<file path="src/hdl/pmc_pkg.sv">
// constants and types shared by the power mode controller
`default_nettype none
package pmc_pkg;
   // power modes
   typedef enum logic [1:0] {PMC_MODE_ON, PMC_MODE_RET, PMC_MODE_SLEEP} pmc_mode_t;
   // controller states
   typedef enum logic [2:0] {
      PMC_ST_BOOT, PMC_ST_LOAD, PMC_ST_ON, PMC_ST_RET, PMC_ST_SLEEP, PMC_ST_WAKE
   } pmc_state_t;

   // clock and timing
   localparam int unsigned PMC_CLK_PERIOD_NS = 100;
   localparam int unsigned PMC_WAKE_RET_NS = 410_000;
   localparam int unsigned PMC_WAKE_SLEEP_NS = 1_370_000;
   localparam int unsigned PMC_WAKE_RET_CYC = PMC_WAKE_RET_NS / PMC_CLK_PERIOD_NS;
   localparam int unsigned PMC_WAKE_SLEEP_CYC = PMC_WAKE_SLEEP_NS / PMC_CLK_PERIOD_NS;
   localparam int unsigned PMC_INT_CAL_TICKS = 6415;
   localparam int unsigned PMC_TMR_W = 14;

   // register map
   localparam logic [3:0] PMC_REG_CTRL = 4'h0;
   localparam logic [3:0] PMC_REG_STATUS = 4'h4;
   localparam logic [3:0] PMC_REG_SYS_OFS = 4'h8;
   localparam logic [3:0] PMC_REG_INT_OFS = 4'hC;
   // control fields
   localparam int unsigned PMC_CTRL_SKIP_BIT = 0;
   localparam int unsigned PMC_CTRL_PAIR_BIT = 1;
   localparam logic PMC_SKIP_RST = 1'h0;
   localparam logic PMC_PAIR_RST = 1'h0;
   // status fields
   localparam int unsigned PMC_STAT_MODE_LSB = 0;
   localparam int unsigned PMC_STAT_BUSY_BIT = 2;
   localparam int unsigned PMC_STAT_ICAL_BIT = 3;
   localparam int unsigned PMC_STAT_SCAL_BIT = 4;
   localparam int unsigned PMC_STAT_CONV_BIT = 5;
   // channel of each calibrated pair
   localparam logic [1:0] PMC_PAIR0_CHAN = 2'h0;
   localparam logic [1:0] PMC_PAIR1_CHAN = 2'h2;
endpackage
`default_nettype wire

</file>
<file path="src/hdl/pmc_power_ctrl.sv">
// power mode controller with adc offset calibration sequencing
`default_nettype none
module pmc_power_ctrl
   import pmc_pkg::*;
#(
   parameter int unsigned ADC_W = 14,
   parameter int unsigned WAKE_RET_CYC = PMC_WAKE_RET_CYC,
   parameter int unsigned WAKE_SLEEP_CYC = PMC_WAKE_SLEEP_CYC
) (
   input wire logic sys_clk_i,
   input wire logic rst_n_i,
   // register port
   input wire logic [3:0] reg_addr_i,
   input wire logic [31:0] reg_wdata_i,
   input wire logic reg_wr_i,
   input wire logic reg_rd_i,
   output logic [31:0] reg_rdata_o,
   // mode requests from user logic
   input wire logic sleep_request_i,
   input wire logic retention_select_i,
   // power domains and memories
   output logic pd_aon_on_o,
   output logic pd_ret_on_o,
   output logic pd_sleep_on_o,
   output logic mem_clear_o,
   output logic nvm_load_o,
   input wire logic nvm_load_done_i,
   output logic [1:0] mode_o,
   // adc user side
   input wire logic adc_tick_i,
   input wire logic conv_start_i,
   input wire logic [1:0] conv_chan_i,
   input wire logic cal_start_i,
   output logic [ADC_W-1:0] result_o,
   output logic result_valid_o,
   output logic int_cal_busy_o,
   output logic sys_cal_busy_o,
   // adc converter side
   output logic adc_start_o,
   output logic [1:0] adc_chan_o,
   output logic adc_zero_in_o,
   input wire logic [ADC_W-1:0] adc_data_i,
   input wire logic adc_valid_i
);
   localparam int unsigned SW = ADC_W + 2;
   localparam logic [PMC_TMR_W-1:0] LD_RET = PMC_TMR_W'(WAKE_RET_CYC);
   localparam logic [PMC_TMR_W-1:0] LD_SLP = PMC_TMR_W'(WAKE_SLEEP_CYC);
   localparam logic [PMC_TMR_W-1:0] LD_CAL = PMC_TMR_W'(PMC_INT_CAL_TICKS);

   // code minus midscale, as a signed value
   function automatic logic signed [SW-1:0] ofs_of(input logic [ADC_W-1:0] d);
      logic signed [SW-1:0] mid;
      mid = SW'(1) <<< (ADC_W - 1);
      return $signed(SW'(d)) - mid;
   endfunction

   // clamp a corrected value into the code range
   function automatic logic [ADC_W-1:0] clamp(input logic signed [SW-1:0] v);
      logic signed [SW-1:0] top;
      top = (SW'(1) <<< ADC_W) - SW'(1);
      if (v < 0) return '0;
      else if (v > top) return {ADC_W{1'b1}};
      else return v[ADC_W-1:0];
   endfunction

   logic skip_q;
   logic pair_q;
   pmc_mode_t req_q;
   pmc_state_t state_q;
   pmc_mode_t tgt_q;
   logic cal_pend_q;
   logic wake_go_q;
   logic [PMC_TMR_W-1:0] wake_ld_q;
   logic wake_done;
   logic ical_go_q;
   logic ical_done;
   logic ical_smp_q;
   logic scal_q;
   logic conv_q;
   logic user_q;
   logic cal_in_q;
   logic signed [SW-1:0] int_ofs_q;
   logic signed [SW-1:0] sys_ofs_q;
   logic cal_edge;
   logic conv_ok;

   // mode inputs sampled on the clock
   always_ff @(posedge sys_clk_i or negedge rst_n_i) begin
      if (!rst_n_i) begin
         req_q <= PMC_MODE_ON;
      end else if (!sleep_request_i) begin
         req_q <= PMC_MODE_ON;
      end else if (retention_select_i) begin
         req_q <= PMC_MODE_RET;
      end else begin
         req_q <= PMC_MODE_SLEEP;
      end
   end

   // control register
   always_ff @(posedge sys_clk_i or negedge rst_n_i) begin
      if (!rst_n_i) begin
         skip_q <= PMC_SKIP_RST;
         pair_q <= PMC_PAIR_RST;
      end else if (reg_wr_i && reg_addr_i == PMC_REG_CTRL) begin
         skip_q <= reg_wdata_i[PMC_CTRL_SKIP_BIT];
         pair_q <= reg_wdata_i[PMC_CTRL_PAIR_BIT];
      end
   end

   // register read data, one cycle after the strobe
   always_ff @(posedge sys_clk_i or negedge rst_n_i) begin
      if (!rst_n_i) begin
         reg_rdata_o <= '0;
      end else if (reg_rd_i) begin
         reg_rdata_o <= '0;
         case (reg_addr_i)
            PMC_REG_CTRL: begin
               reg_rdata_o[PMC_CTRL_SKIP_BIT] <= skip_q;
               reg_rdata_o[PMC_CTRL_PAIR_BIT] <= pair_q;
            end
            PMC_REG_STATUS: begin
               reg_rdata_o[PMC_STAT_MODE_LSB +: 2] <= mode_o;
               reg_rdata_o[PMC_STAT_BUSY_BIT] <= (state_q == PMC_ST_WAKE) ||
                  (state_q == PMC_ST_LOAD) || (state_q == PMC_ST_BOOT);
               reg_rdata_o[PMC_STAT_ICAL_BIT] <= int_cal_busy_o;
               reg_rdata_o[PMC_STAT_SCAL_BIT] <= scal_q;
               reg_rdata_o[PMC_STAT_CONV_BIT] <= conv_q;
            end
            PMC_REG_SYS_OFS: begin
               reg_rdata_o <= 32'(sys_ofs_q);
            end
            PMC_REG_INT_OFS: begin
               reg_rdata_o <= 32'(int_ofs_q);
            end
            default: begin
               reg_rdata_o <= '0;
            end
         endcase
      end else begin
         reg_rdata_o <= '0;
      end
   end

   // power mode sequencer
   always_ff @(posedge sys_clk_i or negedge rst_n_i) begin
      if (!rst_n_i) begin
         state_q <= PMC_ST_BOOT;
         tgt_q <= PMC_MODE_ON;
         cal_pend_q <= 1'b1;
         wake_go_q <= 1'b0;
         wake_ld_q <= '0;
         mem_clear_o <= 1'b0;
         nvm_load_o <= 1'b0;
         ical_go_q <= 1'b0;
      end else begin
         wake_go_q <= 1'b0;
         mem_clear_o <= 1'b0;
         ical_go_q <= 1'b0;
         case (state_q)
            PMC_ST_BOOT: begin
               state_q <= PMC_ST_LOAD;
               nvm_load_o <= !skip_q;
            end
            PMC_ST_LOAD: begin
               if (skip_q || nvm_load_done_i) begin
                  nvm_load_o <= 1'b0;
                  ical_go_q <= cal_pend_q;
                  cal_pend_q <= 1'b0;
                  state_q <= (tgt_q == PMC_MODE_RET) ? PMC_ST_RET : PMC_ST_ON;
               end
            end
            PMC_ST_ON: begin
               if (req_q == PMC_MODE_RET) begin
                  state_q <= PMC_ST_RET;
               end else if (req_q == PMC_MODE_SLEEP) begin
                  mem_clear_o <= 1'b1;
                  state_q <= PMC_ST_SLEEP;
               end
            end
            PMC_ST_RET: begin
               if (req_q == PMC_MODE_ON) begin
                  wake_go_q <= 1'b1;
                  wake_ld_q <= LD_RET;
                  tgt_q <= PMC_MODE_ON;
                  state_q <= PMC_ST_WAKE;
               end else if (req_q == PMC_MODE_SLEEP) begin
                  mem_clear_o <= 1'b1;
                  state_q <= PMC_ST_SLEEP;
               end
            end
            PMC_ST_SLEEP: begin
               if (req_q != PMC_MODE_SLEEP) begin
                  wake_go_q <= 1'b1;
                  wake_ld_q <= LD_SLP;
                  tgt_q <= req_q;
                  cal_pend_q <= 1'b1;
                  state_q <= PMC_ST_WAKE;
               end
            end
            PMC_ST_WAKE: begin
               if (wake_done) begin
                  nvm_load_o <= !skip_q;
                  state_q <= PMC_ST_LOAD;
               end
            end
            default: begin
               state_q <= PMC_ST_BOOT;
            end
         endcase
      end
   end

   pmc_timer #(
      .W(PMC_TMR_W)
   ) u_wake_tmr (
      .sys_clk_i(sys_clk_i),
      .rst_n_i(rst_n_i),
      .start_i(wake_go_q),
      .load_i(wake_ld_q),
      .tick_i(1'b1),
      .busy_o(),
      .done_o(wake_done)
   );

   // domain switches and reported mode
   always_ff @(posedge sys_clk_i or negedge rst_n_i) begin
      if (!rst_n_i) begin
         pd_aon_on_o <= 1'b0;
         pd_ret_on_o <= 1'b0;
         pd_sleep_on_o <= 1'b0;
         mode_o <= PMC_MODE_ON;
      end else begin
         pd_aon_on_o <= 1'b1;
         pd_ret_on_o <= state_q != PMC_ST_SLEEP;
         pd_sleep_on_o <= (state_q != PMC_ST_SLEEP) && (state_q != PMC_ST_RET);
         case (state_q)
            PMC_ST_RET: mode_o <= PMC_MODE_RET;
            PMC_ST_SLEEP: mode_o <= PMC_MODE_SLEEP;
            default: mode_o <= PMC_MODE_ON;
         endcase
      end
   end

   pmc_timer #(
      .W(PMC_TMR_W)
   ) u_ical_tmr (
      .sys_clk_i(sys_clk_i),
      .rst_n_i(rst_n_i),
      .start_i(ical_go_q),
      .load_i(LD_CAL),
      .tick_i(adc_tick_i),
      .busy_o(),
      .done_o(ical_done)
   );

   // calibration start edge detect
   assign cal_edge = cal_start_i && !cal_in_q;
   assign conv_ok = (state_q == PMC_ST_ON) && !int_cal_busy_o && !scal_q && !conv_q;

   always_ff @(posedge sys_clk_i or negedge rst_n_i) begin
      if (!rst_n_i) begin
         cal_in_q <= 1'b0;
      end else begin
         cal_in_q <= cal_start_i;
      end
   end

   // internal calibration window
   always_ff @(posedge sys_clk_i or negedge rst_n_i) begin
      if (!rst_n_i) begin
         int_cal_busy_o <= 1'b0;
      end else if (ical_go_q) begin
         int_cal_busy_o <= 1'b1;
      end else if (ical_done) begin
         int_cal_busy_o <= 1'b0;
      end
   end

   // converter launch and calibration capture
   always_ff @(posedge sys_clk_i or negedge rst_n_i) begin
      if (!rst_n_i) begin
         adc_start_o <= 1'b0;
         adc_chan_o <= '0;
         adc_zero_in_o <= 1'b0;
         conv_q <= 1'b0;
         user_q <= 1'b0;
         scal_q <= 1'b0;
         ical_smp_q <= 1'b0;
         int_ofs_q <= '0;
         sys_ofs_q <= '0;
      end else begin
         adc_start_o <= 1'b0;
         if (ical_go_q && !conv_q) begin
            adc_start_o <= 1'b1;
            adc_zero_in_o <= 1'b1;
            ical_smp_q <= 1'b1;
            conv_q <= 1'b1;
         end else if (cal_edge && !conv_q && !scal_q && !int_cal_busy_o &&
                      state_q == PMC_ST_ON) begin
            scal_q <= 1'b1;
            adc_start_o <= 1'b1;
            adc_chan_o <= pair_q ? PMC_PAIR1_CHAN : PMC_PAIR0_CHAN;
            conv_q <= 1'b1;
         end else if (conv_start_i && conv_ok) begin
            adc_start_o <= 1'b1;
            adc_chan_o <= conv_chan_i;
            user_q <= 1'b1;
            conv_q <= 1'b1;
         end
         if (adc_valid_i && conv_q) begin
            conv_q <= 1'b0;
            user_q <= 1'b0;
            adc_zero_in_o <= 1'b0;
            if (ical_smp_q) begin
               int_ofs_q <= ofs_of(adc_data_i);
               ical_smp_q <= 1'b0;
            end else if (scal_q) begin
               sys_ofs_q <= ofs_of(adc_data_i);
               scal_q <= 1'b0;
            end
         end
      end
   end

   assign sys_cal_busy_o = scal_q;

   // corrected conversion results
   always_ff @(posedge sys_clk_i or negedge rst_n_i) begin
      if (!rst_n_i) begin
         result_o <= '0;
         result_valid_o <= 1'b0;
      end else begin
         result_valid_o <= adc_valid_i && user_q;
         if (adc_valid_i && user_q) begin
            if (adc_chan_o[1] == pair_q) begin
               result_o <= clamp($signed(SW'(adc_data_i)) - int_ofs_q - sys_ofs_q);
            end else begin
               result_o <= clamp($signed(SW'(adc_data_i)) - int_ofs_q);
            end
         end
      end
   end
endmodule
`default_nettype wire

</file>
<file path="src/hdl/pmc_timer.sv">
// down counter that times a span of ticks
`default_nettype none
module pmc_timer
   import pmc_pkg::*;
#(
   parameter int unsigned W = PMC_TMR_W
) (
   input wire logic sys_clk_i,
   input wire logic rst_n_i,
   input wire logic start_i,
   input wire logic [W-1:0] load_i,
   input wire logic tick_i,
   output logic busy_o,
   output logic done_o
);
   logic [W-1:0] cnt_q;

   always_ff @(posedge sys_clk_i or negedge rst_n_i) begin
      if (!rst_n_i) begin
         cnt_q <= '0;
         busy_o <= 1'b0;
         done_o <= 1'b0;
      end else begin
         done_o <= 1'b0;
         if (start_i) begin
            cnt_q <= load_i;
            busy_o <= 1'b1;
         end else if (busy_o && tick_i) begin
            cnt_q <= cnt_q - 1'b1;
            if (cnt_q <= {{(W-1){1'b0}}, 1'b1}) begin
               busy_o <= 1'b0;
               done_o <= 1'b1;
            end
         end
      end
   end
endmodule
`default_nettype wire

</file>
<file path="config.mk">
export PLATFORM = sky130hd
export DESIGN_NAME = pmc_power_ctrl
export DESIGN_NICKNAME = d
export VERILOG_FILES = /design/src/hdl/pmc_pkg.sv /design/src/hdl/pmc_power_ctrl.sv /design/src/hdl/pmc_timer.sv
export SDC_FILE = /design/constraint.sdc
export NUM_CORES = 1
export LEC_CHECK = 0
export BUFFER_PORTS_ARGS = -buffer_cell sky130_fd_sc_hd__buf_4
export CORE_AREA = 3 3 112 114
export DETAILED_ROUTE_END_ITERATION = 8
export DIE_AREA = 0 0 115 117
export PLACE_DENSITY = 0.83
export SLEW_MARGIN = 20
export SYNTH_ARGS = -nofsm -noshare
export SYNTH_HDL_FRONTEND = slang
export SYNTH_SLANG_ARGS = --single-unit
</file>
<file path="constraint.sdc">
create_clock -name sys_clk_i -period 8.15 [get_ports sys_clk_i]
set_input_delay 1.63 -clock sys_clk_i [delete_from_list [all_inputs] [get_ports sys_clk_i]]
set_output_delay 1.63 -clock sys_clk_i [all_outputs]
set_load 0.01 [all_outputs]
</file>
* Word level (Yosys, flattened, before mapping)
Index checks and enable logic that the tools add are counted.
** Storage, ports and cells
- Input port bits :: 63
- Logic and storage cells :: 196
- Output and inout bits :: 60
- Bits in registers :: 154
** Cells by class
- $lt $le $gt $ge :: 6
- Bitwise gates (word level) :: 2
- Equality and inequality tests :: 21
- Mux-type cells :: 81
- Add/sub/neg operators :: 5
- Reductions and logical operators :: 46
** Operator list (number)
- $mux W14 :: 11
- $pmux W26 S2 :: 1
- $mux W1 :: 45
- $gt A16 B15 Y1 const B :: 2
- $lt A16 B1 Y1 const B :: 2
- $mux W32 :: 1
- $le A14 B1 Y1 const B :: 2
- $pmux W14 S2 :: 1
- $sub A14 B1 Y14 const B :: 2
- $mux W3 :: 6
- $pmux W3 S6 :: 1
- $reduce_and A3 Y1 :: 6
- $reduce_bool A2 Y1 :: 9
- $sub A15 B16 Y16 :: 1
- $sub A16 B16 Y16 :: 1
- $logic_and A1 B1 Y1 :: 15
- $sub A14 B14 Y15 const B :: 1
- $mux W2 :: 7
- $pmux W4 S3 :: 1
- $eq A4 B4 Y1 const B :: 2
- $ne A2 B1 Y1 const B :: 4
- $pmux W2 S2 :: 2
- $pmux W2 S4 :: 1
- $eq A3 B2 Y1 const B :: 2
- other kinds (20) :: 35

* Depth between registers and ports, before layout
Gate-level depths: netlist of run 1.
- Word-level depth :: 11
- Gate-level depth with buffers :: 19
- Gate-level depth less buffers :: 18

* Hierarchy
From an unflattened synthesis of run 1, not the netlist that was laid out.
** Unflattened totals
- Cells, all modules :: 778
- Area total of the unflattened synthesis :: 7454.6 um^2
** By module, submodules not included
- pmc_power_ctrl :: instances 1, area an instance 5449.0 um^2, cells an instance 571, seq. area each 2203.4 um^2
- pmc_timer at u_ical_tmr :: instances 1, area an instance 1006.0 um^2, cells an instance 110, seq. area each 400.4 um^2
- pmc_timer at u_wake_tmr :: instances 1, area an instance 999.7 um^2, cells an instance 97, seq. area each 400.4 um^2

* Least setup slack after synthesis of run 1
No wires, ideal clock.
- Path type :: input -> register
- Start point :: in adc_data_i[0]
- End point :: reg result_o[10]
- Path buffers :: 1
- Required time :: 8.074 ns
- Cell stages on the path :: 19
- Path slack :: 2.725 ns
- Arrival :: 5.348 ns
- Library setup time :: 0.076 ns
- Cells stage by stage :: inv_1 > ha_1 > inv_1 > fa_1 > a211oi_1 > o21ai_0 > o31ai_1 > a21oi_1 > a31oi_1 > xnor2_1 > ha_1 > a21o_1 > a21oi_1 > nand2b_1 > o211a_1 > or3b_2 > mux2_4 > buf_6 > o21ai_1
** Between the ends
- Word-level cells in the longest chain between the ends :: 6
- Elaborated cells on any way between the ends :: 11
- Those cells by class :: add/sub (2); order compare (4); mux (5)
** RTL lines
- start: declaration :: line pmc_power_ctrl.sv:42 : input wire logic [ADC_W-1:0] adc_data_i,
- $sub A15 B16 Y16 * :: line pmc_power_ctrl.sv:337, pmc_power_ctrl.sv:339
- $sub A16 B16 Y16 :: line pmc_power_ctrl.sv:337 : result_o <= clamp($signed(SW'(adc_data_i)) - int_ofs_q - sys_ofs_q);
- $gt A16 B15 Y1 :: line pmc_power_ctrl.sv:62 : else if (v > top) return {ADC_W{1'b1}};
- $mux W14 :: line pmc_power_ctrl.sv:62
- $mux W14 :: line pmc_power_ctrl.sv:61 : if (v < 0) return '0;
- $mux W14 * :: line pmc_power_ctrl.sv:336 : if (adc_chan_o[1] == pair_q) begin
- end signal: assignment :: line pmc_power_ctrl.sv:337
- end signal: assignment :: line pmc_power_ctrl.sv:339 : result_o <= clamp($signed(SW'(adc_data_i)) - int_ofs_q);
- end: declaration :: line pmc_power_ctrl.sv:34 : output logic [ADC_W-1:0] result_o,
Every way passes the cells marked *; elsewhere a longest branch is shown, timed or not.
A chain may end at the register's enable or synchronous reset.

* Worst setup path in the final report of run 1
- Start point :: in adc_data_i[0]
- End point :: reg result_o[13]
The elaborated chain is that of the path after synthesis.

==> results of run 1 <==
==> layer usage <==
| metal | part of all wire, % | wire, µm | vias up |
|---|---|---|---|
| li1 | - | - | 2705 |
| met1 | 40 | 6860 | 2840 |
| met2 | 52 | 8880 | 177 |
| met3 | 5.2 | 891 | 33 |
| met4 | 2.3 | 387 | 0 |
| met5 | 0 | 0 | - |
==> synth_stat cells, drive strengths merged, types with 4 or more instances <==
cell / number / area, µm²
xnor2: 31 / 272
and3: 5 / 31.3
nor2: 68 / 255
o21a: 5 / 37.5
ha: 34 / 425
buf: 20 / 150
or3: 4 / 25.0
and2: 5 / 31.3
nor3: 17 / 85.1
a22oi: 16 / 120
o21ai: 60 / 300
o22ai: 12 / 75.1
inv: 49 / 184
mux2: 27 / 308
a31oi: 5 / 31.3
nand2b: 21 / 131
xor2: 13 / 114
a21oi: 38 / 190
nor2b: 16 / 100
o221ai: 9 / 78.8
clkbuf: 17 / 63.8
nand3: 5 / 25.0
dfrtp: 119 / 2980
a211oi: 13 / 97.6
a21o: 7 / 52.6
nor4: 12 / 75.1
nand2: 47 / 176
or2: 4 / 25.0
==> final timing paths <==
kind | from | end | slack (ns)
min in group asynchronous | rst_n_i | reg_rdata_o[12]$_DFF_PN0_ | 1.26
max reg2reg | int_ofs_q[0]$_DFFE_PN0P_ | result_o[13]$_DFFE_PN0P_ | 3.32
max in group asynchronous | rst_n_i | u_wake_tmr.cnt_q[4]$_DFFE_PN0P_ | 5.58
max | adc_data_i[0] | result_o[13]$_DFFE_PN0P_ | 2.29
min | u_ical_tmr.done_o$_DFF_PN0_ | int_cal_busy_o$_DFFE_PN0P_ | 0.44
min reg2reg | u_ical_tmr.done_o$_DFF_PN0_ | int_cal_busy_o$_DFFE_PN0P_ | 0.44
==> layout make-up <==
| cell class | count | area [µm²] | share of cell area (%) |
|---|---|---|---|
| clock buffers | 19 | 453 | 5.57 |
| clock inverters | 13 | 118 | 1.45 |
| inverters | 51 | 191 | 2.35 |
| multi-input cells | 518 | 3490 | 42.9 |
| flip-flops and latches | 120 | 3000 | 36.9 |
| well taps | 143 | 179 | 2.20 |
| repair buffers | 93 | 698 | 8.58 |
==> cells by family after synthesis <==
logic type / after synthesis / share of synthesized area (%)
compound gates: 189 / 17.5
xor+xnor: 45 / 5.92
fa+ha+maj: 36 / 6.75
buf+inv: 88 / 5.88
flops: 120 / 43.6
mux: 29 / 4.75
other cells: 1 / 0.0544
simple gates: 218 / 15.6
==> cells in the final DEF (no fill, tap or decap), types with 4 or more instances in the layout <==
master / n
a211oi_1: 13
a21o_1: 7
a21oi_1: 38
a22oi_1: 16
a31oi_1: 5
and2_1: 5
and3_1: 5
buf_4: 93
clkbuf_16: 17
clkinvlp_4: 5
dfrtp_1: 119
ha_1: 34
inv_1: 49
inv_6: 4
mux2_2: 26
nand2_1: 47
nand2b_1: 21
nand3_1: 5
nor2_1: 68
nor2b_1: 16
nor3_1: 17
nor4_1: 12
o21a_1: 5
o21ai_0: 50
o21ai_1: 10
o221ai_1: 9
o22ai_1: 12
or3_1: 4
xnor2_1: 30
xor2_1: 13
==> flip-flops by register name, summed over array words and instances, names as in the netlist, 2 cells and up <==
signal / count
sys_ofs_q: 14
wake_ld_q: 2
int_ofs_q: 14
tgt_q: 2
req_q: 2
reg_rdata_o: 14
adc_chan_o: 2
state_q: 3
mode_o: 2
u_wake_tmr.cnt_q: 14
u_ical_tmr.cnt_q: 14
result_o: 14
==> stage by stage <==
stage          power [mW]  instance area, µm²  utilization (%)  hold slack, ns  std cells
5_1_grt              4.22                8140             70.6           0.463        957
3_5_place_dp         3.12                7560             65.6           0.440        925
6_report             3.92                8140             70.6           0.443        957
3_3_place_gp         2.98                7560             65.6           0.405        925
2_1_floorplan        2.60                6890                -           0.400        726
4_1_cts              3.87                8130             70.6           0.448        957
==> power groups by stage <==
stage	sequential, mW	combinational [mW]	clock (mW)
3_3_place_gp	0.983	2.00	0
5_1_grt	1.03	2.44	0.754
4_1_cts	0.992	2.15	0.725
2_1_floorplan	0.946	1.65	0
3_5_place_dp	0.999	2.12	0
6_report	0.998	2.20	0.714
==> out/metrics.cfg, run 1 <==
[detailed_routing]
drc_errors = 2
ant_nets = 0
first_pass_iters = 7
viasPerCell = 6.01
vias = 5755
wl_mm = 17.0
drt_iter0_drc = 393
wl_per_cell_um = 17.8

[synthesis]
synth-seq-cells = 120
synth_flop_cell = dfrtp_1
postSynthCellCount = 726
synth-edff-count = 0
synth_cell_types = 65
avgSynthCellArea_um2 = 9.50
synth_seq_area_share_pct = 43.6
synth_warnings = 0
syn_area_mm2 = 0.00689
ys_async_sr_fraction_pct = 100
syn-num-nets = 825

[timing]
layout_setup_ws_ns = 2.29
final.period_utilization_pct = 71.9
finalMaxSlewViolations = 0
fmax_mhz = 171
worst_slew_pin_slew_ns = 0.889
setup_tns_ns = 0
rsz0062_at_grt = no
final_hold_viol_count = 0
setup_viol = 0
period_minus_slack_ns = 5.86
skew_ns = 0.00872
slew_headroom_pct = 40.6

[floorplan]
die_w_um = 115
start_util_pct = 59.9
num_io_pins = 123
core_mm2 = 0.0115
die-area_mm2 = 0.0135
die_h_um = 117
rows = 39

[clock_tree]
cts_tree = done
cts-buffers-inserted = 17
cts_setup_buffers = 0
postCtsResizedCells = 0
clk_path_buf_depth = 2
cts_hold_buf = 0
path_clk_slew_ns = 0.06
h-tree-depth = 4
clock_sinks = 120
cts_root_buf = clkbuf_16
clk_latency_ns = 0.42

[cells_and_area]
insertedDiodeCount = 0
fin_nets = 900
layout-drive-gt1-share_pct = 19.9
area_growth_pct = 18.0
fillers = 887

[placement]
preCtsSetupSlack_ns = 1.94
port_buffers = 92
gp_congestion = 0.931
dp_hpwl_mm = 12.3

[setup_path]
critPathMaxStageDelay_ns = 0.44
worst-path-stages = 19
worst-r2r-cell-count = 17
worstPathArrival_ns = 6.19
cp_num_buf_inv = 3
cp-end-kind = flop
path_max_fanout = 14
startpoint_type = input port
cp_cell_sequence = buf_4 > inv_1 > ha_1 > inv_1 > fa_1 > a211oi_1 > o21ai_0 > o31ai_1 > a21oi_1 > a31oi_1 > xnor2_1 > ha_1 > a21o_1 > a21oi_1 > nand2b_1 > o211a_1 > or3b_2 > mux2_4 > o21ai_0
path_class = in2reg
critPathSlowestCell = a211oi_1
critPathTopFamily = compound AO/OA/AOI/OAI gates
cp_data_required_time_ns = 8.48

[grt]
met1_usage_pct = 31.6
grt_overflow = 0
grt_max_degree = 71
grt_pass1_wl_mm = 28.4
met2_usage_pct = 47.7
met3_usage_pct = 6.07
grt-busiest-layer = met2
globalRouteTotalUtil_pct = 26.6
antenna_found_initial = 0
grt_pass1_vias = 5839

[power]
clkPwrFrac_pct = 18.2
seqPwrFrac_pct = 25.5
switching_share_pct = 44.4
p_int_mw = 2.18
leakage_nw = 3.72
combPwrFrac_pct = 56.3
powerDensity_mw_per_mm2 = 481
p_sw_mw = 1.74
peakVddDrop_v = 0.000275

[flow_run]
maxCapViolations = 0

[hold_path]
min_path_type = reg2reg
hold_depth = 1

[run_status]
status = complete, but fails checks
failed_checks = DRC

(Power assumes the default switching activity.)
==> inputs of run 2 (changes only) <==
--- a/config.mk
+++ b/config.mk
@@ -5,11 +5,12 @@
 export SDC_FILE = /design/constraint.sdc
 export NUM_CORES = 1
 export LEC_CHECK = 0
+export ABC_AREA = 1
 export BUFFER_PORTS_ARGS = -buffer_cell sky130_fd_sc_hd__buf_4
-export CORE_AREA = 3 3 112 114
+export CORE_AREA = 3 3 118 120
 export DETAILED_ROUTE_END_ITERATION = 8
-export DIE_AREA = 0 0 115 117
-export PLACE_DENSITY = 0.83
+export DIE_AREA = 0 0 121 123
+export PLACE_DENSITY = 0.79
 export SLEW_MARGIN = 20
 export SYNTH_ARGS = -nofsm -noshare
 export SYNTH_HDL_FRONTEND = slang
==> constraint.sdc (replaced) <==
create_clock -name sys_clk_i -period 5.7 [get_ports sys_clk_i]
set_input_delay 1.14 -clock sys_clk_i [delete_from_list [all_inputs] [get_ports sys_clk_i]]
set_output_delay 1.14 -clock sys_clk_i [all_outputs]
set_load 0.01 [all_outputs]
==> run 2 against run 1 <==
  * The flow now finishes without violations
  * Synthesized cell count increased by 27%
  * Synthesized area is 5.7% higher
  * Count of clock-buffer cells in the layout rose by 2
  * First-iteration DRC count fell by 6.4%
  * Via count increased by 8.6%
  * Non-clock buffer count increased by 1
  * Die area rose by 11%
  * Global-route usage fell by 2.9 points
  * Register-to-register slack got worse by 1.2 ns
  * Critical path type unchanged
  * Largest power group unchanged
==> out/metrics.cfg, run 2 <==
[run_status]
status = completed

[detailed_routing]
first_pass_iters = 7  ; unchanged
viasPerCell = 5.26  ; -13%
ant_nets = 0  ; unchanged
drt_iter0_drc = 368  ; -6.4%
highest_layer = met4
met3_length_um = 953  ; +7.0%
wirelength_met1_mm = 7.38  ; +7.6%
wl_mm = 16.6  ; -2.4%
wl_met2_mm = 7.90  ; -11%
vias = 6249  ; +8.6%
drc_errors = 0  ; -2
wl_per_cell_um = 14.0  ; -21%

[floorplan]
rows = 42  ; +7.7%
num_io_pins = 123  ; unchanged
core_mm2 = 0.0131  ; +14%
die_h_um = 123  ; +5.1%
die_w_um = 121  ; +5.2%
start_util_pct = 55.7  ; -4.2 points
die-area_mm2 = 0.0149  ; +11%

[setup_path]
startpoint_type = input port
path_class = in2reg
worstPathArrival_ns = 4.41  ; -1.78 ns
path_max_fanout = 14  ; unchanged
cp_data_required_time_ns = 6.04  ; -2.44 ns
cp-end-kind = flop
critPathMaxStageDelay_ns = 0.44  ; about the same
cp_cell_sequence = buf_4 > inv_1 > ha_1 > inv_1 > fa_1 > nand3_1 > nand2_1 > a21o_1 > xnor2_1 > inv_1 > ha_1 > a21oi_1 > o21ai_1 > nand2_1 > nand3_1 > a21oi_1 > nand3_2 > nand2_4 > o211ai_1 > a21oi_1
critPathSlowestCell = fa_1

[timing]
final.period_utilization_pct = 71.3
fmax_mhz = 246
worst_slew_pin_slew_ns = 0.968  ; +0.0790 ns
setup_viol = 0  ; unchanged
period_minus_slack_ns = 4.07
final_hold_viol_count = 0  ; unchanged
slew_headroom_pct = 35.3  ; -5.3 points
finalMaxSlewViolations = 0  ; unchanged
skew_ns = 0.00861  ; -0.000106 ns
layout_setup_ws_ns = 1.63  ; -0.659 ns
setup_tns_ns = 0  ; unchanged
rsz0062_at_grt = no

[clock_tree]
cts_tree = done
postCtsResizedCells = 0  ; unchanged
clk_path_buf_depth = 2  ; unchanged
cts_root_buf = clkbuf_16
h-tree-depth = 4  ; unchanged
cts_setup_buffers = 0  ; unchanged
clk_latency_ns = 0.42  ; about the same
cts_hold_buf = 0  ; unchanged
path_clk_slew_ns = 0.06  ; about the same
clock_sinks = 120  ; unchanged
cts-buffers-inserted = 17  ; unchanged

[flow_run]
maxCapViolations = 0  ; unchanged

[power]
powerDensity_mw_per_mm2 = 705  ; +46%
peakVddDrop_v = 0.000348  ; +27%
total_power_mw = 6.03  ; +54%
leakage_nw = 4.38  ; +18%

[synthesis]
synth_cell_types = 55  ; -15%
synth_warnings = 0  ; unchanged
synth-edff-count = 0  ; unchanged
yosysTopAreaCell = dfrtp_1
syn-num-nets = 1018  ; +23%
netlist_top_cells_area = dfrtp_1 41%, nand2_1 8.4%, inv_1 7.5%, ha_1 5.8%, a21oi_1 5.8%
yosys-top-cells-count = 164 x nand2_1, 146 x inv_1, 119 x dfrtp_1
synth-seq-cells = 120  ; unchanged
synth_most_common_cell = nand2_1
synth_seq_area_share_pct = 41.2  ; -2.4 points
ys_async_sr_fraction_pct = 100  ; unchanged
synth_top_area_share_pct = 40.9  ; -2.3 points
syn_area_mm2 = 0.00729  ; +5.7%
postSynthCellCount = 919  ; +27%
synth_flop_cell = dfrtp_1
avgSynthCellArea_um2 = 7.93  ; -16%

[cells_and_area]
fin_nets = 1099  ; +22%
post-route-util_pct = 65.4  ; -5.3 points
layout_commonest_cell = nand2_1
final_cell_mix = 164 x nand2_1, 146 x inv_1, 119 x dfrtp_1
stdcell_count = 1189  ; +24%
multi_input_area_mm2 = 0.00350  ; +0.11%
insertedDiodeCount = 0  ; unchanged
area_growth_pct = 17.4
layout-drive-gt1-share_pct = 18.1  ; -1.8 points
fillers = 1118  ; +26%
regArea_mm2 = 0.00300  ; unchanged

[grt]
grt_pass1_wl_mm = 28.0  ; -1.6%
globalRouteTotalUtil_pct = 23.7  ; -2.9 points
grt_pass1_vias = 6070  ; +4.0%
grt_overflow = 0  ; unchanged
antenna_found_initial = 0  ; unchanged
grt_max_degree = 63  ; -11%

[placement]
dp_hpwl_mm = 12.4  ; +0.69%
port_buffers = 92  ; unchanged
placed_cells = 1157  ; +25%
gp_congestion = 0.902  ; -3.1%
preCtsSetupSlack_ns = 1.20  ; -0.741 ns

[hold_path]
min_path_type = reg2reg

[run 2: cell count changes after synthesis, sizes merged, moves of 21 or more]
cell	change
nor2	+26
inv	+103
xnor2	-23
nand3	+35
nand2b	-21
nand2	+134
mux2	-25
a21oi	+52
[run 2: cells by family (layout without fill, tap and decap cells)]
kind of cell               Yosys count  count (layout)  share of synthesized area (%)
buffers and inverters              184             278                           10.9
DFF                                120             120                           41.2
other                                1               1                         0.0515
adders and majority gates           36              36                           6.39
and+or+nand+nor                    347             347                           21.3
xor gates and xnor gates            29              29                           3.49
AOI/OAI and AO/OA                  199             199                           16.2
muxes                                3               3                          0.446
[run 2: path summary, 6_finish.rpt]
kind | slack (ns) | endpoint | cells after the start | startpoint
worst max-delay path | 1.63 | result_o[1]$_DFFE_PN0P_ | 20 | adc_data_i[0]
worst min-delay path | 0.43 | int_cal_busy_o$_DFFE_PN0P_ | 1 | u_ical_tmr.done_o$_DFF_PN0_
worst max register to register | 2.16 | result_o[1]$_DFFE_PN0P_ | 18 | int_ofs_q[0]$_DFFE_PN0P_
worst min register to register | 0.43 | int_cal_busy_o$_DFFE_PN0P_ | 1 | u_ical_tmr.done_o$_DFF_PN0_
max in group asynchronous | 3.67 | cal_in_q$_DFF_PN0_ | 2 | rst_n_i
min in group asynchronous | 0.81 | reg_rdata_o[11]$_DFF_PN0_ | 1 | rst_n_i
[run 2: power by group]
| group | internal, mW | switching, mW | total, mW |
|---|---|---|---|
| combinational | 1.33 | 2.27 | 3.60 |
| sequential | 1.16 | 0.254 | 1.41 |
| clock | 0.621 | 0.396 | 1.02 |
| total | 3.12 | 2.91 | 6.03 |
[run 2: worst max-delay path, delay by kind of cell]
kind / cells / cell delay, ns
AO/OA/AOI/OAI: 6 / 1.07
XOR/XNOR: 1 / 0.23
AND/OR/NAND/NOR: 6 / 0.71
buffers and inverters: 4 / 0.34
adder cells (fa/ha/maj): 3 / 0.91
[run 2: layout make-up]
cell class | count | share of cell area [%]
multi-input cells | 615 | 40.9
flip-flops and latches | 120 | 35.1
repair buffers | 94 | 8.25
inverters | 152 | 6.67
clock buffers | 21 | 5.38
well taps | 176 | 2.57
clock inverters | 11 | 1.16
[run 2: metrics by stage]
| stage | hold WS [ns] | area (µm²) |
|---|---|---|
| after floorplan | 0.411 | 7290 |
| after CTS | 0.440 | 8560 |
| final | 0.435 | 8560 |
| after global routing | 0.479 | 8560 |
| after global placement | 0.418 | 8000 |
| after detailed placement | 0.433 | 8000 |
[run 2: metal layers]
layer  vias to the layer above  GRT usage (%)
met2                       184           39.5
met5                         -              0
li1                       3130              -
met3                        28           5.12
met4                         0           9.35
met1                      2907           30.4
==> inputs of run 3 (changes only) <==
==> constraint.sdc (replaced) <==
create_clock -name sys_clk_i -period 4.1 [get_ports sys_clk_i]
set_input_delay 0.82 -clock sys_clk_i [delete_from_list [all_inputs] [get_ports sys_clk_i]]
set_output_delay 0.82 -clock sys_clk_i [all_outputs]
set_load 0.01 [all_outputs]
==> run 3 against run 2 <==
  * Sequential power is 39% higher
  * Die area stayed put
  * First-iteration DRC count up 15%
  * Worst hold slack better by 0.0072 ns
  * Via count down 0.37%
  * Clock power is 40% higher
  * Combinational power rose by 41%
  * Critical path type unchanged
  * Total power increased by 40%
  * Non-clock buffer count increased by 3
  * Largest power group unchanged
==> out/metrics.cfg, run 3 (synthesis gave the netlist of run 2 again) <==
[cells_and_area]
final_cell_mix = 164 x nand2_1, 146 x inv_1, 119 x dfrtp_1
post-route-util_pct = 65.7  ; +0.30 points
layout-drive-gt1-share_pct = 18.3  ; +0.28 points
layout_commonest_cell = nand2_1
area_growth_pct = 17.9
fin_nets = 1102  ; +0.27%
design_area_mm2 = 0.00859  ; +0.45%
fillers = 1099  ; -1.7%
insertedDiodeCount = 0  ; unchanged

[timing]
skew_ns = 0.00966  ; +0.00105 ns
final.period_utilization_pct = 88.1
finalMaxSlewViolations = 0  ; unchanged
period_minus_slack_ns = 3.61
slew_headroom_pct = 36.9  ; +1.6 points
worst_slew_pin_slew_ns = 0.944  ; -0.0240 ns
fmax_mhz = 277
final_hold_viol_count = 0  ; unchanged
setup_viol = 0  ; unchanged
rsz0062_at_grt = no
setup_tns_ns = 0  ; unchanged

[placement]
dp_hpwl_mm = 12.3  ; -1.4%
place_area_mm2 = 0.00803  ; +0.44%
gp_congestion = 0.906  ; +0.37%
port_buffers = 92  ; unchanged

[detailed_routing]
first_pass_iters = 6  ; -1
wl_per_cell_um = 13.9  ; -0.19%
drc_errors = 0  ; unchanged
drt_iter0_drc = 424  ; +15%
vias = 6226  ; -0.37%
viasPerCell = 5.23  ; -0.45%
wl_mm = 16.6  ; -0.11%
ant_nets = 0  ; unchanged

[floorplan]
num_io_pins = 123  ; unchanged
die-area_mm2 = 0.0149  ; unchanged
core_mm2 = 0.0131  ; unchanged
die_h_um = 123  ; unchanged
start_util_pct = 55.7  ; unchanged
die_w_um = 121  ; unchanged
rows = 42  ; unchanged

[clock_tree]
clk_latency_ns = 0.43  ; about the same
clock_sinks = 120  ; unchanged
path_clk_slew_ns = 0.06  ; about the same
clk_path_buf_depth = 2  ; unchanged
cts_setup_buffers = 0  ; unchanged
h-tree-depth = 4  ; unchanged
postCtsResizedCells = 0  ; unchanged
cts_tree = done
cts_root_buf = clkbuf_16
cts-buffers-inserted = 17  ; unchanged
cts_hold_buf = 0  ; unchanged

[grt]
met1_usage_pct = 29.3  ; -1.2 points
met3_usage_pct = 6.54  ; +1.4 points
antenna_found_initial = 0  ; unchanged
grt_overflow = 0  ; unchanged
grt_max_degree = 121  ; +92%
met2_usage_pct = 40.8  ; +1.4 points
grt-busiest-layer = met2
grt_pass1_vias = 6109  ; +0.64%
globalRouteTotalUtil_pct = 23.8  ; +0.062 points
grt_pass1_wl_mm = 28.2  ; +0.71%

[power]
powerDensity_mw_per_mm2 = 983  ; +40%
switching_share_pct = 48.0  ; -0.30 points
seqPwrFrac_pct = 23.2  ; -0.3 points
peakVddDrop_v = 0.000532  ; +53%
clkPwrFrac_pct = 16.9  ; about the same
p_sw_mw = 4.06  ; +39%
combPwrFrac_pct = 59.9  ; +0.2 points
leakage_nw = 4.41  ; +0.65%
p_int_mw = 4.39  ; +41%

[setup_path]
cp-end-kind = flop
reg2reg_from = int_ofs_q[2]$_DFFE_PN0P_
startpoint_type = input port
path_max_fanout = 14  ; unchanged
r2r_end = result_o[1]$_DFFE_PN0P_
worst-r2r-cell-count = 19  ; +1
cp_data_required_time_ns = 4.45  ; -1.59 ns
worstPathArrival_ns = 3.96  ; -0.45 ns
path_class = in2reg
r2r_setup_slack_ns = 0.65  ; -1.51 ns

[flow_run]
maxCapViolations = 0  ; unchanged

[hold_path]
min_path_type = in2async

[run_status]
status = completed

[run 3: changes by cell type in the layout (fill, tap and decap cells not counted), sizes merged]
| cell | delta |
|---|---|
| inv | +1 |
| clkinvlp | -2 |
| buf | +3 |
| clkbuf | -1 |
[run 3: routing by layer]
metal | vias to the layer above | wire (µm)
li1 | 3142 | -
met1 | 2905 | 7190
met2 | 155 | 8120
met3 | 24 | 1030
met4 | 0 | 249
met5 | - | 0
[run 3: through the flow]
step                hold slack, ns  instances  total power, mW  setup WS [ns]
floorplan                    0.411        919             5.91          0.590
global placement             0.417       1160             6.87          0.156
detailed placement           0.441       1160             6.96          0.107
CTS                          0.452       1190             8.44          0.534
global route                 0.479       1190             9.25          0.219
finish                       0.442       1190             8.45          0.489
[run 3: worst max-delay path by stage]
stage / start / end / slack (ns) / cells past startpoint
after global routing: adc_data_i[0] / result_o[1]$_DFFE_PN0P_ / 0.22 / 19
after detailed placement: adc_data_i[0] / result_o[3]$_DFFE_PN0P_ / 0.11 / 20
after global placement: adc_data_i[0] / result_o[3]$_DFFE_PN0P_ / 0.16 / 19
final: adc_data_i[0] / result_o[3]$_DFFE_PN0P_ / 0.49 / 20
after floorplan: adc_data_i[0] / result_o[6]$_DFFE_PN0P_ / 0.59 / 20
after CTS: adc_data_i[0] / result_o[13]$_DFFE_PN0P_ / 0.53 / 20
[run 3: critical path, cell delays in order]
cell and delay, ns:
buf_4 0.12, inv_1 0.08, ha_1 0.14, inv_1 0.06, fa_1 0.44, nand3_1 0.12
nand2_1 0.11, a21o_1 0.20, xnor2_1 0.18, inv_1 0.07, ha_1 0.33, a21oi_1 0.22
o21ai_1 0.13, nand2_1 0.09, nand3_1 0.10, a21oi_1 0.16, nand3_2 0.12, nand2_4 0.20
o211ai_1 0.12, a21oi_1 0.15
[run 3: area by class of cell]
type / count / area, µm² / area share, %
multi-input combinational: 615 / 3500 / 40.7
timing repair buffer: 97 / 741 / 8.62
tap: 176 / 220 / 2.56
clock buffer: 20 / 467 / 5.43
clock inverter: 10 / 96.3 / 1.12
inverter: 152 / 571 / 6.64
sequential: 120 / 3000 / 35.0
[run 3: power groups by stage]
stage / clock network (mW) / registers, mW / logic [mW]
2_1_floorplan: 0 / 1.94 / 3.98
3_3_place_gp: 0 / 1.97 / 4.90
3_5_place_dp: 0 / 1.97 / 4.99
4_1_cts: 1.45 / 1.96 / 5.04
5_1_grt: 1.50 / 2.02 / 5.74
6_report: 1.43 / 1.96 / 5.06
